File: config.mk
export PLATFORM = sky130hd
export DESIGN_NAME = acr_top
export DESIGN_NICKNAME = d
export VERILOG_FILES = /design/src/verilog/acr_pkg.sv /design/src/verilog/acr_clkgen.sv /design/src/verilog/acr_chsel.sv /design/src/verilog/acr_top.sv
export SDC_FILE = /design/constraint.sdc
export NUM_CORES = 1
export LEC_CHECK = 0
export BUFFER_PORTS_ARGS = -buffer_cell sky130_fd_sc_hd__clkbuf_2
export CORE_MARGIN = 4
export CORE_UTILIZATION = 52
export CTS_CLUSTER_DIAMETER = 100
export DETAILED_ROUTE_END_ITERATION = 8
export GPL_TIMING_DRIVEN = 0
export PLACE_DENSITY = 0.86
export SLEW_MARGIN = 20
export SYNTH_ARGS = -nofsm -noshare
export SYNTH_HDL_FRONTEND = slang
export SYNTH_HIERARCHICAL = 1
export SYNTH_SLANG_ARGS = --single-unit
File: constraint.sdc
create_clock -name pclk -period 3.3 [get_ports pclk]
set_input_delay 0.165 -clock pclk [delete_from_list [all_inputs] [get_ports pclk]]
set_output_delay 0.165 -clock pclk [all_outputs]
set_load 0.1 [all_outputs]
File: src/verilog/acr_pkg.sv
package acr_pkg;
	// ----------------------------------------
	// register map (byte addresses)
	// ----------------------------------------
	localparam logic [7:0] ACR_OFF_PRIMARY = 8'h00;
	localparam logic [7:0] ACR_OFF_SECONDARY = 8'h04;
	localparam logic [7:0] ACR_OFF_RESULT_HIGH = 8'h08;
	localparam logic [7:0] ACR_OFF_RESULT_LOW = 8'h0c;
	localparam logic [7:0] ACR_OFF_IRQ_STATUS = 8'h10;
	localparam logic [7:0] ACR_OFF_IRQ_ENABLE = 8'h14;
	localparam logic [7:0] ACR_OFF_IRQ_CLEAR = 8'h18;

	// ----------------------------------------
	// field positions
	// ----------------------------------------
	localparam int ACR_BIT_ENABLE = 0;
	localparam int ACR_BIT_GO = 1;
	localparam int ACR_POS_CHANNEL = 2;
	localparam int ACR_POS_CLKSEL = 6;
	localparam int ACR_BIT_POSREF = 4;
	localparam int ACR_BIT_NEGREF = 5;
	localparam int ACR_BIT_FORMAT = 7;
	localparam logic [7:0] ACR_SECONDARY_MASK = 8'hb0;
	localparam logic [7:0] ACR_PRIMARY_RESET = 8'h00;
	localparam logic [7:0] ACR_SECONDARY_RESET = 8'h00;

	// ----------------------------------------
	// clock select codes and divide ratios
	// ----------------------------------------
	localparam logic [1:0] ACR_CLK_DIV2 = 2'h0;
	localparam logic [1:0] ACR_CLK_DIV8 = 2'h1;
	localparam logic [1:0] ACR_CLK_DIV32 = 2'h2;
	localparam logic [1:0] ACR_CLK_INTOSC = 2'h3;
	localparam logic [5:0] ACR_HALF_DIV2 = 6'h01;
	localparam logic [5:0] ACR_HALF_DIV8 = 6'h04;
	localparam logic [5:0] ACR_HALF_DIV32 = 6'h10;
	localparam int ACR_FOSC_KHZ = 100000;
	localparam int ACR_INTOSC_MAX_KHZ = 500;
	// half period of the internal oscillator, shortest time rounds down
	localparam int ACR_INTOSC_HALF_CYC = ACR_FOSC_KHZ / (2 * ACR_INTOSC_MAX_KHZ);
	localparam logic [7:0] ACR_HALF_INTOSC = 8'(ACR_INTOSC_HALF_CYC);

	// ----------------------------------------
	// channel codes
	// ----------------------------------------
	localparam logic [3:0] ACR_CH_LAST_PIN = 4'hd;
	localparam logic [3:0] ACR_CH_CMP_REF = 4'he;
	localparam logic [3:0] ACR_CH_FIXED_REF = 4'hf;
	localparam logic [7:0] ACR_ABORT_TAD = 8'h02;

	typedef enum logic [1:0] {
		ACR_SRC_PIN,
		ACR_SRC_CMP_REF,
		ACR_SRC_FIXED_REF
	} acr_src_t;

	typedef struct packed {
		logic enable;
		logic conv_clk;
		logic conv_start;
		acr_src_t source;
		logic [3:0] pin_channel;
		logic pos_ref_ext;
		logic neg_ref_ext;
	} acr_core_ctrl_t;

	typedef struct packed {
		logic done;
		logic [9:0] value;
	} acr_core_result_t;

	function automatic logic [7:0] acr_half_period(input logic [1:0] sel);
		case (sel)
			ACR_CLK_DIV2: acr_half_period = {2'h0, ACR_HALF_DIV2};
			ACR_CLK_DIV8: acr_half_period = {2'h0, ACR_HALF_DIV8};
			ACR_CLK_DIV32: acr_half_period = {2'h0, ACR_HALF_DIV32};
			default: acr_half_period = ACR_HALF_INTOSC;
		endcase
	endfunction
endpackage

File: src/verilog/acr_clkgen.sv
`timescale 1ns/1ps
module acr_clkgen (
	input wire logic pclk,
	input wire logic presetn,
	input wire logic run,
	input wire logic [1:0] sel,
	output logic conv_clk,
	output logic tad_tick
);
	import acr_pkg::*;
	logic [7:0] cnt_reg;
	logic [7:0] half;

	assign half = acr_half_period(sel);

	always_ff @(posedge pclk or negedge presetn) begin
		if (!presetn) begin
			cnt_reg <= 8'h00;
			conv_clk <= 1'b0;
		end else if (!run) begin
			cnt_reg <= 8'h00;
			conv_clk <= 1'b0;
		end else if (cnt_reg >= half - 8'h01) begin
			cnt_reg <= 8'h00;
			conv_clk <= ~conv_clk;
		end else begin
			cnt_reg <= cnt_reg + 8'h01;
		end
	end

	// one pulse per full converter clock period
	assign tad_tick = run && conv_clk && (cnt_reg >= half - 8'h01);
endmodule

File: src/verilog/acr_chsel.sv
`timescale 1ns/1ps
module acr_chsel (
	input wire logic [3:0] code,
	output acr_pkg::acr_src_t source,
	output logic [3:0] pin_channel
);
	import acr_pkg::*;

	always_comb begin
		pin_channel = 4'h0;
		if (code <= ACR_CH_LAST_PIN) begin
			source = ACR_SRC_PIN;
			pin_channel = code;
		end else if (code == ACR_CH_CMP_REF) begin
			source = ACR_SRC_CMP_REF;
		end else begin
			source = ACR_SRC_FIXED_REF;
		end
	end
endmodule

File: src/verilog/acr_top.sv
// Design decisions made here: the placing of the registers and the APB register port.
`timescale 1ns/1ps
module acr_top (
	input wire logic pclk,
	input wire logic presetn,
	input wire logic psel,
	input wire logic penable,
	input wire logic pwrite,
	input wire logic [7:0] paddr,
	input wire logic [31:0] pwdata,
	output logic [31:0] prdata,
	output logic pready,
	output logic pslverr,
	output acr_pkg::acr_core_ctrl_t core_ctrl,
	input wire acr_pkg::acr_core_result_t core_result,
	output logic acq_active,
	output logic irq
);
	import acr_pkg::*;

	// ----------------------------------------
	// registers
	// ----------------------------------------
	logic [7:0] primary_reg;
	logic [7:0] secondary_reg;
	logic [9:0] result_reg;
	logic irq_status_reg;
	logic irq_enable_reg;
	logic [7:0] abort_cnt_reg;
	logic acq_pending_reg;
	logic [31:0] rdata_next;
	logic wr_en;
	logic rd_en;
	logic addr_ok;
	logic go_write_one;
	logic go_write_zero;
	logic conv_done;
	logic conv_clk;
	logic tad_tick;
	acr_src_t source;
	logic [3:0] pin_channel;
	logic [15:0] result_packed;

	assign wr_en = psel && penable && pwrite;
	assign rd_en = psel && !penable && !pwrite;
	assign addr_ok = paddr == ACR_OFF_PRIMARY || paddr == ACR_OFF_SECONDARY
		|| paddr == ACR_OFF_RESULT_HIGH || paddr == ACR_OFF_RESULT_LOW
		|| paddr == ACR_OFF_IRQ_STATUS || paddr == ACR_OFF_IRQ_ENABLE
		|| paddr == ACR_OFF_IRQ_CLEAR;
	assign go_write_one = wr_en && paddr == ACR_OFF_PRIMARY && pwdata[ACR_BIT_GO];
	assign go_write_zero = wr_en && paddr == ACR_OFF_PRIMARY && !pwdata[ACR_BIT_GO];
	// a done from the core only counts while a conversion is live
	assign conv_done = core_result.done && primary_reg[ACR_BIT_GO]
		&& primary_reg[ACR_BIT_ENABLE];

	// ----------------------------------------
	// submodules
	// ----------------------------------------
	acr_clkgen u_clkgen (
		.pclk(pclk),
		.presetn(presetn),
		.run(primary_reg[ACR_BIT_ENABLE]),
		.sel(primary_reg[ACR_POS_CLKSEL +: 2]),
		.conv_clk(conv_clk),
		.tad_tick(tad_tick)
	);

	acr_chsel u_chsel (
		.code(primary_reg[ACR_POS_CHANNEL +: 4]),
		.source(source),
		.pin_channel(pin_channel)
	);

	// ----------------------------------------
	// apb: zero wait states, error on unmapped
	// ----------------------------------------
	always_ff @(posedge pclk or negedge presetn) begin
		if (!presetn) begin
			pready <= 1'b0;
			pslverr <= 1'b0;
		end else begin
			pready <= psel && !penable;
			pslverr <= psel && !penable && !addr_ok;
		end
	end

	// result justification per format bit
	always_comb begin
		if (secondary_reg[ACR_BIT_FORMAT]) begin
			result_packed = {6'h00, result_reg};
		end else begin
			result_packed = {result_reg, 6'h00};
		end
	end

	always_comb begin
		rdata_next = 32'h0000_0000;
		case (paddr)
			ACR_OFF_PRIMARY: rdata_next = {24'h00_0000, primary_reg};
			ACR_OFF_SECONDARY: rdata_next = {24'h00_0000, secondary_reg & ACR_SECONDARY_MASK};
			ACR_OFF_RESULT_HIGH: rdata_next = {24'h00_0000, result_packed[15:8]};
			ACR_OFF_RESULT_LOW: rdata_next = {24'h00_0000, result_packed[7:0]};
			ACR_OFF_IRQ_STATUS: rdata_next = {31'h0000_0000, irq_status_reg};
			ACR_OFF_IRQ_ENABLE: rdata_next = {31'h0000_0000, irq_enable_reg};
			default: rdata_next = 32'h0000_0000;
		endcase
	end

	// read data latched at setup, stable through the access phase
	always_ff @(posedge pclk or negedge presetn) begin
		if (!presetn) begin
			prdata <= 32'h0000_0000;
		end else if (rd_en) begin
			prdata <= rdata_next;
		end
	end

	// ----------------------------------------
	// control registers
	// ----------------------------------------
	// zero at reset, rw
	always_ff @(posedge pclk or negedge presetn) begin
		if (!presetn) begin
			primary_reg <= ACR_PRIMARY_RESET;
		end else begin
			if (wr_en && paddr == ACR_OFF_PRIMARY) begin
				primary_reg <= pwdata[7:0];
				// go cannot start while converter is off or still recovering
				if (!pwdata[ACR_BIT_ENABLE] || abort_cnt_reg != 8'h00) begin
					primary_reg[ACR_BIT_GO] <= 1'b0;
				end
			end else if (conv_done || !primary_reg[ACR_BIT_ENABLE]) begin
				primary_reg[ACR_BIT_GO] <= 1'b0;
			end
		end
	end

	always_ff @(posedge pclk or negedge presetn) begin
		if (!presetn) begin
			secondary_reg <= ACR_SECONDARY_RESET;
		end else if (wr_en && paddr == ACR_OFF_SECONDARY) begin
			secondary_reg <= pwdata[7:0] & ACR_SECONDARY_MASK;
		end
	end

	always_ff @(posedge pclk or negedge presetn) begin
		if (!presetn) begin
			result_reg <= 10'h000;
		end else if (conv_done) begin
			result_reg <= core_result.value;
		end
	end

	// ----------------------------------------
	// abort recovery and auto acquisition
	// ----------------------------------------
	// two-period delay then acquire
	always_ff @(posedge pclk or negedge presetn) begin
		if (!presetn) begin
			abort_cnt_reg <= 8'h00;
			acq_pending_reg <= 1'b0;
		end else if (!primary_reg[ACR_BIT_ENABLE]) begin
			abort_cnt_reg <= 8'h00;
			acq_pending_reg <= 1'b0;
		end else if (go_write_zero && primary_reg[ACR_BIT_GO] && !conv_done) begin
			abort_cnt_reg <= ACR_ABORT_TAD;
			acq_pending_reg <= 1'b0;
		end else if (abort_cnt_reg != 8'h00) begin
			if (tad_tick) begin
				abort_cnt_reg <= abort_cnt_reg - 8'h01;
				acq_pending_reg <= abort_cnt_reg == 8'h01;
			end
		end else if (go_write_one) begin
			acq_pending_reg <= 1'b0;
		end
	end

	// ----------------------------------------
	// interrupt
	// ----------------------------------------
	// sticky, set beats clear
	always_ff @(posedge pclk or negedge presetn) begin
		if (!presetn) begin
			irq_status_reg <= 1'b0;
		end else if (conv_done) begin
			irq_status_reg <= 1'b1;
		end else if (wr_en && paddr == ACR_OFF_IRQ_CLEAR && pwdata[0]) begin
			irq_status_reg <= 1'b0;
		end
	end

	always_ff @(posedge pclk or negedge presetn) begin
		if (!presetn) begin
			irq_enable_reg <= 1'b0;
		end else if (wr_en && paddr == ACR_OFF_IRQ_ENABLE) begin
			irq_enable_reg <= pwdata[0];
		end
	end

	always_ff @(posedge pclk or negedge presetn) begin
		if (!presetn) begin
			irq <= 1'b0;
		end else begin
			irq <= (irq_status_reg || conv_done) && irq_enable_reg;
		end
	end

	// ----------------------------------------
	// core side outputs, all registered
	// ----------------------------------------
	// core interface
	always_ff @(posedge pclk or negedge presetn) begin
		if (!presetn) begin
			core_ctrl <= '0;
			acq_active <= 1'b0;
		end else begin
			core_ctrl.enable <= primary_reg[ACR_BIT_ENABLE];
			core_ctrl.conv_clk <= conv_clk;
			core_ctrl.conv_start <= primary_reg[ACR_BIT_GO] && !conv_done;
			core_ctrl.source <= source;
			core_ctrl.pin_channel <= pin_channel;
			core_ctrl.pos_ref_ext <= secondary_reg[ACR_BIT_POSREF];
			core_ctrl.neg_ref_ext <= secondary_reg[ACR_BIT_NEGREF];
			acq_active <= acq_pending_reg;
		end
	end
endmodule

Yosys cells after proc, flatten, opt, wreduce, memory -nomap -nowiden:

Cells that the tools add are included.

* bits in registers: 88
* latch bits: 0
* bits in writable memories: 0
* bits in read-only memories: 0
* input port bits: 56
* memories: 0

* add/sub/neg operators: 3
* multipliers: 0
* divide/modulo/power cells: 0
* $lt $le $gt $ge: 2
* equal/unequal tests: 15
* shift operators: 0
* muxes and demuxes: 24
* bitwise gates (word level): 1
* reduce and logical (&&, ||, !) cells: 43

Operators by type and width (count)
* $mux 8: 6
* $pmux 8 s6: 1
* $eq 8x5->1 const B: 3
* $pmux 7 s3: 1
* $logic_and 1x1->1: 20
* $eq 8x4->1 const B: 2
* $mux 16: 1
* $mux 1: 12
* $logic_or 1x1->1: 9
* $add 8x1->8 const B: 1
* $eq 8x1->1 const B: 1
* $eq 8x3->1 const B: 1
* $ge 8x8->1: 1
* $logic_not 8->1: 1
* $reduce_bool 8->1: 1
* $sub 7x1->8 const B: 1
* $sub 8x1->8 const B: 1
* $logic_not 1->1: 7
* $ne 3x1->1 const B: 2
* $eq 4x4->1 const B: 1
* $le 4x4->1 const B: 1
* $mux 2: 2
* $mux 4: 1
* $ne 4x1->1 const B: 1
* other kinds (8): 10

Logic depth before layout (Yosys ltp):

Gate-level depths: netlist (run 1).

* depth in word-level cells: 9
* depth in mapped cells: 11

Cells and area by module:

Netlist (run 1), hierarchy kept.

By module, submodules not included
* acr_top: times used 1, cells each 236, area an instance 2676.3 sq um
* acr_clkgen: times used 1, cells each 69, area an instance 699.4 sq um
* acr_chsel: times used 1, cells each 8, area an instance 50.0 sq um

Worst setup path before layout (run 1):

No wires, ideal clock.

* path kind: register -> register
* from: reg primary_reg[7]
* to: reg abort_cnt_reg[5]
* library setup time: 0.079 ns
* data arrival time: 2.570 ns
* slack: 0.651 ns
* cell stages (with the launch flop): 11
* clock period less this slack: 2.649 ns
* cells stage by stage: dfrtp_1 -> or2_2 -> ha_1 -> a31oi_1 -> nor2b_1 -> o21ba_2 -> buf_2 -> o311a_1 -> o21ai_4 -> or4_1 -> a21oi_1

* word-level cells in the longest chain between the ends: 7

Ends and longest elaborated chain
* start, declared: RTL line acr_top.sv:24 `logic [7:0] primary_reg;`
* start signal, assigned: RTL line acr_top.sv:127 `primary_reg <= pwdata[7:0];`
* $eq 2x2->1, or another cell as far along: RTL line acr_pkg.sv:73 `case (sel)`
* $pmux 7 s3 (*): RTL line acr_pkg.sv:73
* $sub 7x1->8 (*): RTL line acr_clkgen.sv:32 `assign tad_tick = run && conv_clk && (cnt_reg >= half - 8'h01);`
* $ge 8x8->1 (*): RTL line acr_clkgen.sv:32
* $logic_and 1x1->1 (*): RTL line acr_clkgen.sv:32
* named net tad_tick: RTL line acr_top.sv:39 `logic tad_tick;`
* $ne 3x1->1 (no line) (*)
* $reduce_and 2->1 (no line) (*)
* end signal, assigned: RTL line acr_top.sv:170 `abort_cnt_reg <= abort_cnt_reg - 8'h01;`
* end, declared: RTL line acr_top.sv:29 `logic [7:0] abort_cnt_reg;`

Mark *: on every way through the listed nets, which the timed path passes. The rest lies on a longest branch.
A chain may end at the register's enable or synchronous reset.

Final worst setup path (run 1):

Same ends and word-level chain as after synthesis.

==> impl_metrics.xml, run 1 <==
<?xml version="1.0" encoding="UTF-8"?>
<metrics>
  <group name="run_status">
    <metric name="run_status" unit="">finished, final reports clean</metric>
  </group>
  <group name="pwr">
    <metric name="switching_share" unit="%">37.7</metric>
    <metric name="power.density" unit="mW/mm^2">611</metric>
    <metric name="power.combinational.fraction" unit="%">30.0</metric>
    <metric name="reported_net_switching_power" unit="uW">951</metric>
    <metric name="pwr-share-clk" unit="%">30.5</metric>
    <metric name="intPower" unit="mW">1.57</metric>
    <metric name="p_leak" unit="nW">2.03</metric>
    <metric name="p_seq_share" unit="%">39.5</metric>
    <metric name="max-vdd-ir-drop" unit="mV">0.394</metric>
  </group>
  <group name="sta">
    <metric name="worst_margin_slew" unit="ps">606</metric>
    <metric name="worst_slack" unit="ps">247</metric>
    <metric name="fin_crit" unit="ps">3050</metric>
    <metric name="timing.fmax" unit="MHz">328</metric>
    <metric name="final-hold-violation-count" unit="">0</metric>
    <metric name="post-route-period-util" unit="%">92.5</metric>
    <metric name="slew-limit-headroom" unit="%">59.3</metric>
    <metric name="finalClockSkew" unit="ps">11.2</metric>
    <metric name="rsz0062_at_grt" unit="">no</metric>
    <metric name="final_setup_fails" unit="">0</metric>
    <metric name="timing.final.max_slew_violations" unit="">0</metric>
    <metric name="fin_setup_tns" unit="ps">0</metric>
  </group>
  <group name="job">
    <metric name="max-cap-violations" unit="">0</metric>
  </group>
  <group name="cells_and_area">
    <metric name="postLayoutCellArea" unit="sq mm">0.00413</metric>
    <metric name="final_non_filler_cells" unit="">484</metric>
    <metric name="flow.area_growth_from_synthesis" unit="%">20.7</metric>
    <metric name="largest_register_ffs" unit="">11</metric>
    <metric name="count_of_antenna_diodes_in_the_layout" unit="">0</metric>
    <metric name="layout-drive-gt1-share" unit="%">34.4</metric>
    <metric name="fin_nets" unit="">469</metric>
  </group>
  <group name="synth">
    <metric name="synth.lib_cells_used.distinct" unit="">57</metric>
    <metric name="post_synth_instance_area" unit="sq mm">0.00343</metric>
    <metric name="yosysWarningCount" unit="">6</metric>
    <metric name="synthFlopType" unit="">sky130_fd_sc_hd__dfrtp_1</metric>
    <metric name="part_of_the_yosys_area_used_for_sequential_elements" unit="%">46.7</metric>
    <metric name="ys_ff_latch" unit="">64</metric>
    <metric name="postSynthCellCount" unit="">313</metric>
    <metric name="synth_enable_flop_cells" unit="">0</metric>
    <metric name="ys_async_sr_fraction" unit="%">100</metric>
    <metric name="synthesis.area_per_instance" unit="sq um">10.9</metric>
  </group>
  <group name="worst_setup_path">
    <metric name="critical_path.endpoint" unit="">abort_cnt_reg[5]</metric>
    <metric name="critical_path_class" unit="">reg -&gt; reg</metric>
    <metric name="crit_path_start" unit="">primary_reg[7]</metric>
    <metric name="worstReg2RegStart" unit="">primary_reg[7]</metric>
    <metric name="worst-endpoint-arrival" unit="ps">3330</metric>
    <metric name="crit_path_start_kind" unit="">register</metric>
    <metric name="category_of_the_worst_setup_path_capture_point" unit="">register</metric>
    <metric name="maximum_fanout_along_the_worst_path" unit="">10</metric>
    <metric name="worst_ep_required_time" unit="ps">3570</metric>
    <metric name="timing.reg2reg.setup_slack" unit="ps">250</metric>
    <metric name="timing.reg2reg.worst_path_depth" unit="">10</metric>
    <metric name="r2r-end" unit="">abort_cnt_reg[5]</metric>
  </group>
  <group name="route">
    <metric name="route.vias.total" unit="">2621</metric>
    <metric name="post-route-drc-count" unit="">0</metric>
    <metric name="avgViaCountPerCell" unit="">5.42</metric>
    <metric name="detail-route-antenna-nets" unit="">0</metric>
    <metric name="drtIter0Drc" unit="">177</metric>
    <metric name="route.detailed.wl_per_inst" unit="um">15.4</metric>
    <metric name="number_of_iterations_in_the_first_detailed_routing_pass" unit="">4</metric>
    <metric name="routed_wirelength" unit="um">7460</metric>
  </group>
  <group name="clock_network">
    <metric name="number_of_h_tree_levels" unit="">3</metric>
    <metric name="cts_setup_buffers" unit="">0</metric>
    <metric name="cts-root-to-sink-buffers" unit="">2</metric>
    <metric name="cts_tree" unit="">yes</metric>
    <metric name="clk_latency" unit="ps">350</metric>
    <metric name="cts_inserted_buffers" unit="">9</metric>
    <metric name="tritoncts_num_sinks" unit="">64</metric>
    <metric name="cts_root_buf" unit="">sky130_fd_sc_hd__clkbuf_8</metric>
    <metric name="clkSlewWorstSetupHoldPaths" unit="ps">70</metric>
  </group>
  <group name="grt">
    <metric name="antenna_found_initial" unit="">0</metric>
    <metric name="grt_remaining_overflow" unit="">0</metric>
    <metric name="number_of_global_route_vias_before_repair" unit="">2446</metric>
    <metric name="grt_use_total" unit="%">19.9</metric>
    <metric name="grt_pass1_wl" unit="um">12000</metric>
    <metric name="largest_net_degree_at_the_start_of_global_routing" unit="">43</metric>
  </group>
  <group name="floorplan">
    <metric name="core" unit="sq mm">0.00639</metric>
    <metric name="fp.dieArea" unit="sq mm">0.00795</metric>
    <metric name="initial_core_util" unit="%">53.6</metric>
    <metric name="row_count" unit="">29</metric>
    <metric name="die-height" unit="um">89.2</metric>
    <metric name="dieWidth" unit="um">89.2</metric>
    <metric name="io_pins" unit="">103</metric>
  </group>
  <group name="placement">
    <metric name="dp.cells" unit="">467</metric>
    <metric name="post_place_worst_slack" unit="ps">297</metric>
    <metric name="gp_congestion" unit="">0.816</metric>
    <metric name="place_hpwl" unit="um">5580</metric>
    <metric name="io_buffer_count" unit="">53</metric>
    <metric name="placement.cell_area" unit="sq mm">0.00390</metric>
  </group>
  <group name="worst_hold_path">
    <metric name="min_delay_worst_type" unit="">in -&gt; reg</metric>
  </group>
</metrics>
-- cell usage after synthesis (3+ instances only) --
library cell,number,area share [%]
sky130_fd_sc_hd__o211ai_1,3,0.66
sky130_fd_sc_hd__buf_4,25,5.5
sky130_fd_sc_hd__or4_1,5,1.1
sky130_fd_sc_hd__and3_1,4,0.73
sky130_fd_sc_hd__nand2b_1,5,0.91
sky130_fd_sc_hd__a21boi_0,4,0.88
sky130_fd_sc_hd__o31ai_1,3,0.66
sky130_fd_sc_hd__inv_1,8,0.88
sky130_fd_sc_hd__mux2_2,23,7.6
sky130_fd_sc_hd__a31oi_1,4,0.73
sky130_fd_sc_hd__dfrtp_1,64,47
sky130_fd_sc_hd__mux2i_1,4,1.2
sky130_fd_sc_hd__clkbuf_1,6,0.66
sky130_fd_sc_hd__and2_1,4,0.73
sky130_fd_sc_hd__a221oi_1,4,1.0
sky130_fd_sc_hd__o21ai_0,11,1.6
sky130_fd_sc_hd__nand4_1,4,0.73
sky130_fd_sc_hd__nand3_1,8,1.2
sky130_fd_sc_hd__ha_1,11,4.0
sky130_fd_sc_hd__xor2_1,7,1.8
sky130_fd_sc_hd__nand2_1,22,2.4
sky130_fd_sc_hd__nor2_1,14,1.5
sky130_fd_sc_hd__nor3_1,4,0.58
sky130_fd_sc_hd__nor2b_1,9,1.6
sky130_fd_sc_hd__nand4b_1,3,0.77
sky130_fd_sc_hd__a21oi_1,6,0.88
sky130_fd_sc_hd__nor3_2,7,2.0
-- critical path: stages (launching register included) --
cell                       delay [ps]
sky130_fd_sc_hd__dfrtp_1          450
sky130_fd_sc_hd__or2_2            340
sky130_fd_sc_hd__ha_1             200
sky130_fd_sc_hd__nand2b_1         150
sky130_fd_sc_hd__a21oi_1          230
sky130_fd_sc_hd__o21ba_2          180
sky130_fd_sc_hd__buf_2            250
sky130_fd_sc_hd__o311a_1          350
sky130_fd_sc_hd__o21ai_4          150
sky130_fd_sc_hd__or4_1            520
sky130_fd_sc_hd__a21oi_1          150
-- metrics by stage --
step	hold slack (ps)	total power [mW]	util, %
2_1_floorplan	-131	1.59	-
6_report	21.4	2.53	64.7
5_1_grt	20.0	2.65	64.7
3_3_place_gp	378	1.72	60.7
3_5_place_dp	117	1.76	61.0
4_1_cts	10.8	2.53	64.7
-- placed cells by master (no fill, tap or decap), drive strengths merged, types with 5 or more instances in the layout --
cell type and n:
o21ai 12, nor3 11, ha 11, a21oi 6, nand3 9, nor2b 9, buf 29, conb 25
dfrtp 64, clkbuf 68, nor2 14, mux2 23, inv 10, nand2 22, nand2b 5, or4 6
xor2 7
-- how the worst min path moves through the flow --
stage	to	from	depth (start not counted)
3_5_place_dp	prdata[3]	presetn	1
4_1_cts	pready	penable	2
5_1_grt	pready	penable	2
2_1_floorplan	abort_cnt_reg[0]	presetn	0
6_report	pready	penable	2
3_3_place_gp	pready	penable	2
-- what timing repair did --
item | CTS | global route
hold endpoints to repair | 22 | 0
resized for setup | 0 | 0
hold buffers | 1 | 0
-- power by group through the flow --
stage	Clock, mW	Combinational, mW	Sequential, mW
after CTS	0.775	0.759	0.997
after global placement	0	0.713	1.00
after floorplan	0	0.522	1.07
after global routing	0.808	0.827	1.01
after detailed placement	0	0.754	1.01
final	0.770	0.758	0.997
-- cells by family after synthesis --
family                   after synthesis  synth area share [%]
AND/OR/NAND/NOR                      108                  19.9
flip-flops                            64                  46.7
AO/OA/AOI/OAI                         50                  10.5
buffers and inverters                 42                  7.63
multiplexers                          27                  8.73
adder cells (fa/ha/maj)               11                  4.02
XOR/XNOR                               9                  2.30
other                                  2                 0.219
-- routing by layer --
metal | up-vias | part of all wire, % | wire length [um] | GRT usage [%]
met5 | - | 0 | 0 | 0
met4 | 0 | 1.7 | 130 | 8.12
met3 | 13 | 7.2 | 534 | 3.41
met2 | 96 | 49 | 3620 | 31.1
met1 | 1259 | 43 | 3170 | 27.4
li1 | 1253 | - | - | -
-- area by class of cell --
type / count / area [sq um]
clock inverters: 7 / 104
well taps: 77 / 96.3
repair buffers: 55 / 298
plain buffers: 34 / 231
flip-flops and latches: 64 / 1600
fillers: 490 / 2250
multi-input cells: 230 / 1650
clock buffers: 9 / 124
inverters: 8 / 30.0
No activity file was read; power rests on OpenSTA's default activity.
==> inputs of run 2 (changes only) <==
--- a/config.mk
+++ b/config.mk
@@ -5,13 +5,14 @@
 export SDC_FILE = /design/constraint.sdc
 export NUM_CORES = 1
 export LEC_CHECK = 0
+export ABC_AREA = 1
 export BUFFER_PORTS_ARGS = -buffer_cell sky130_fd_sc_hd__clkbuf_2
 export CORE_MARGIN = 4
 export CORE_UTILIZATION = 52
 export CTS_CLUSTER_DIAMETER = 100
 export DETAILED_ROUTE_END_ITERATION = 8
 export GPL_TIMING_DRIVEN = 0
-export PLACE_DENSITY = 0.86
+export PLACE_DENSITY = 0.85
 export SLEW_MARGIN = 20
 export SYNTH_ARGS = -nofsm -noshare
 export SYNTH_HDL_FRONTEND = slang
==> impl_metrics.xml, run 2 <==
<?xml version="1.0" encoding="UTF-8"?>
<metrics>
  <group name="pwr">
    <metric name="max-vdd-ir-drop" unit="mV">0.223</metric>
    <metric name="p_leak" unit="nW">2.36</metric>
    <metric name="power.density" unit="mW/mm^2">406</metric>
  </group>
  <group name="synth">
    <metric name="ys_async_sr_fraction" unit="%">100</metric>
    <metric name="synth_top_cell_by_area" unit="">sky130_fd_sc_hd__dfrtp_1</metric>
    <metric name="ys_ff_latch" unit="">64</metric>
    <metric name="post_synth_instance_area" unit="sq mm">0.00361</metric>
    <metric name="synth_most_common_cell" unit="">sky130_fd_sc_hd__nand2_1</metric>
    <metric name="synth_enable_flop_cells" unit="">0</metric>
    <metric name="synthFlopType" unit="">sky130_fd_sc_hd__dfrtp_1</metric>
    <metric name="part_of_the_yosys_area_used_for_sequential_elements" unit="%">44.3</metric>
    <metric name="synth.lib_cells_used.distinct" unit="">41</metric>
    <metric name="yosysWarningCount" unit="">6</metric>
    <metric name="synth_largest_type_area_fraction" unit="%">44.3</metric>
    <metric name="netlist_top_cells_area" unit="">sky130_fd_sc_hd__dfrtp_1 44%, sky130_fd_sc_hd__nand2_1 12%, sky130_fd_sc_hd__buf_4 5.0%</metric>
    <metric name="synthesis.area_per_instance" unit="sq um">8.75</metric>
    <metric name="netlist_top_cells_count" unit="">111 x sky130_fd_sc_hd__nand2_1, 64 x sky130_fd_sc_hd__dfrtp_1, 42 x sky130_fd_sc_hd__inv_1, 24 x sky130_fd_sc_hd__buf_4</metric>
    <metric name="postSynthCellCount" unit="">413</metric>
  </group>
  <group name="worst_setup_path">
    <metric name="worst_ep_required_time" unit="ps">3580</metric>
    <metric name="worst-endpoint-arrival" unit="ps">2600</metric>
    <metric name="path_common_cell" unit="">sky130_fd_sc_hd__nand2_1</metric>
    <metric name="critical_path_class" unit="">reg -&gt; reg</metric>
    <metric name="crit_path_start_kind" unit="">register</metric>
    <metric name="worstPathCellList" unit="">inv_1 -&gt; nand2_1 -&gt; ha_1 -&gt; nand2_1 -&gt; nor2_1 -&gt; nor2_1 -&gt; nand2_1 -&gt; nand2_2 -&gt; nand2_2 -&gt; nand2_1 -&gt; nor2_1 -&gt; nor2_4 -&gt; o21ai_4 -&gt; buf_12 -&gt; nand2_2 -&gt; o21ai_2</metric>
    <metric name="critical-path-top-delay-family" unit="">simple AND/OR/NAND/NOR gates</metric>
    <metric name="category_of_the_worst_setup_path_capture_point" unit="">register</metric>
    <metric name="critical_path.max_stage_delay" unit="ps">450</metric>
    <metric name="cpMaxStageDelayCell" unit="">sky130_fd_sc_hd__dfrtp_1</metric>
    <metric name="buffers_and_inverters_on_the_worst_path" unit="">2</metric>
    <metric name="maximum_fanout_along_the_worst_path" unit="">10</metric>
  </group>
  <group name="cells_and_area">
    <metric name="layout.cells.most_common" unit="">sky130_fd_sc_hd__nand2_1</metric>
    <metric name="layout-drive-gt1-share" unit="%">31.2</metric>
    <metric name="final_non_filler_cells" unit="">590</metric>
    <metric name="most_used_cells_in_the_layout_excluding_fill_and_tap_cells" unit="">111 x sky130_fd_sc_hd__nand2_1, 64 x sky130_fd_sc_hd__dfrtp_1, 53 x sky130_fd_sc_hd__clkbuf_2</metric>
    <metric name="largest_register_ffs" unit="">11</metric>
    <metric name="final_core_util" unit="%">64.1</metric>
    <metric name="flow.area_growth_from_synthesis" unit="%">19.8</metric>
    <metric name="count_of_antenna_diodes_in_the_layout" unit="">0</metric>
    <metric name="fin_nets" unit="">572</metric>
  </group>
  <group name="grt">
    <metric name="grt_use_total" unit="%">19.6</metric>
    <metric name="largest_net_degree_at_the_start_of_global_routing" unit="">42</metric>
    <metric name="number_of_global_route_vias_before_repair" unit="">3013</metric>
    <metric name="grt_pass1_wl" unit="um">13200</metric>
    <metric name="grt_remaining_overflow" unit="">0</metric>
    <metric name="antenna_found_initial" unit="">0</metric>
  </group>
  <group name="clock_network">
    <metric name="number_of_h_tree_levels" unit="">3</metric>
    <metric name="clkSlewWorstSetupHoldPaths" unit="ps">80</metric>
    <metric name="clk_latency" unit="ps">350</metric>
    <metric name="cts_tree" unit="">yes</metric>
    <metric name="cts_root_buf" unit="">sky130_fd_sc_hd__clkbuf_8</metric>
    <metric name="cts-root-to-sink-buffers" unit="">2</metric>
    <metric name="post_cts_resize_count" unit="">0</metric>
    <metric name="tritoncts_num_sinks" unit="">64</metric>
    <metric name="cts_inserted_buffers" unit="">9</metric>
  </group>
  <group name="floorplan">
    <metric name="dieWidth" unit="um">91.4</metric>
    <metric name="row_count" unit="">30</metric>
    <metric name="core" unit="sq mm">0.00676</metric>
    <metric name="initial_core_util" unit="%">53.5</metric>
    <metric name="die-height" unit="um">91.4</metric>
    <metric name="io_pins" unit="">103</metric>
    <metric name="fp.dieArea" unit="sq mm">0.00835</metric>
  </group>
  <group name="sta">
    <metric name="final-hold-violation-count" unit="">0</metric>
    <metric name="slew-limit-headroom" unit="%">62.7</metric>
    <metric name="worst_margin_slew" unit="ps">558</metric>
    <metric name="fin_crit" unit="ps">2330</metric>
    <metric name="post-route-period-util" unit="%">70.6</metric>
    <metric name="finalClockSkew" unit="ps">8.96</metric>
    <metric name="final_setup_fails" unit="">0</metric>
    <metric name="timing.fmax" unit="MHz">429</metric>
    <metric name="rsz0062_at_grt" unit="">no</metric>
    <metric name="timing.final.max_slew_violations" unit="">0</metric>
    <metric name="fin_setup_tns" unit="ps">0</metric>
  </group>
  <group name="placement">
    <metric name="dp.cells" unit="">571</metric>
    <metric name="place_hpwl" unit="um">5840</metric>
    <metric name="gp_congestion" unit="">0.838</metric>
    <metric name="io_buffer_count" unit="">54</metric>
  </group>
  <group name="route">
    <metric name="number_of_iterations_in_the_first_detailed_routing_pass" unit="">5</metric>
    <metric name="detail-route-antenna-nets" unit="">0</metric>
    <metric name="routed_wirelength" unit="um">7580</metric>
    <metric name="route.detailed.wl_per_inst" unit="um">12.9</metric>
    <metric name="route.vias.total" unit="">2933</metric>
    <metric name="post-route-drc-count" unit="">0</metric>
    <metric name="avgViaCountPerCell" unit="">4.97</metric>
    <metric name="drtIter0Drc" unit="">151</metric>
  </group>
  <group name="run_status">
    <metric name="run_status" unit="">finished, final reports clean</metric>
  </group>
  <group name="worst_hold_path">
    <metric name="min_delay_worst_type" unit="">in -&gt; reg</metric>
  </group>
  <group name="job">
    <metric name="max-cap-violations" unit="">0</metric>
  </group>
</metrics>
## run 2: changes by cell type in the layout (fill, tap and decap cells not counted), moves of 9 or more
| cell | change |
|---|---|
| sky130_fd_sc_hd__nand4_1 | +9 |
| sky130_fd_sc_hd__nor2b_1 | -9 |
| sky130_fd_sc_hd__nand2_1 | +89 |
| sky130_fd_sc_hd__mux2_2 | -13 |
| sky130_fd_sc_hd__nor2_2 | +14 |
| sky130_fd_sc_hd__inv_1 | +34 |
| sky130_fd_sc_hd__nand3_1 | +13 |
## run 2: cells by family after synthesis
family | share of synthesized area (%)
buffers and inverters | 10.7
AO/OA/AOI/OAI | 6.37
XOR/XNOR | 2.42
flip-flops | 44.3
adder cells (fa/ha/maj) | 3.81
multiplexers | 3.39
AND/OR/NAND/NOR | 28.8
other | 0.208
## run 2: what timing repair did
| action | CTS | global route |
|---|---|---|
| hold endpoints to repair | 25 | 0 |
| hold buffers | 3 | 0 |
| setup buffers | 0 | 0 |
## run 2: worst paths after layout
check / from / end / slack (ps) / cells after the start
max in group asynchronous: presetn / abort_cnt_reg[6] / 2490 / 3
min in group asynchronous: presetn / core_ctrl[5] / 280 / 2
worst max register to register: primary_reg[6] / abort_cnt_reg[1] / 970 / 16
worst min register to register: acq_pending_reg / acq_active / 390 / 0
worst min-delay path: penable / pready / 30 / 2
worst max-delay path: primary_reg[6] / abort_cnt_reg[1] / 970 / 16
## run 2: layout make-up
cell class / count / area (sq um)
fill: 555 / 2430
clock buffer: 9 / 124
sequential: 64 / 1600
tap: 80 / 100
multi-input combinational: 298 / 1710
inverter: 46 / 173
buffer: 28 / 215
timing repair buffer: 58 / 323
clock inverter: 7 / 81.3
## run 2: through the flow
| step | hold slack [ps] | area (sq um) | power (mW) | worst slack [ps] |
|---|---|---|---|---|
| 4_1_cts | 11.0 | 4330 | 1.77 | 945 |
| 3_5_place_dp | 117 | 4090 | 1.08 | 977 |
| 3_3_place_gp | 360 | 4070 | 1.07 | 1040 |
| 6_report | 25.7 | 4330 | 1.76 | 971 |
| 5_1_grt | 14.2 | 4330 | 1.83 | 704 |
| 2_1_floorplan | -131 | 3700 | 1.02 | 1250 |
## run 2: report_power, final
group | internal, mW | switching, mW | total, mW
clock network | 0.356 | 0.333 | 0.689
logic | 0.0595 | 0.212 | 0.272
registers | 0.791 | 0.00573 | 0.797
## run 2: layer usage
metal	wire [um]	GRT usage (%)
met1	2990	22.0
met5	0	0
met2	4080	36.1
met4	117	6.53
met3	395	4.64
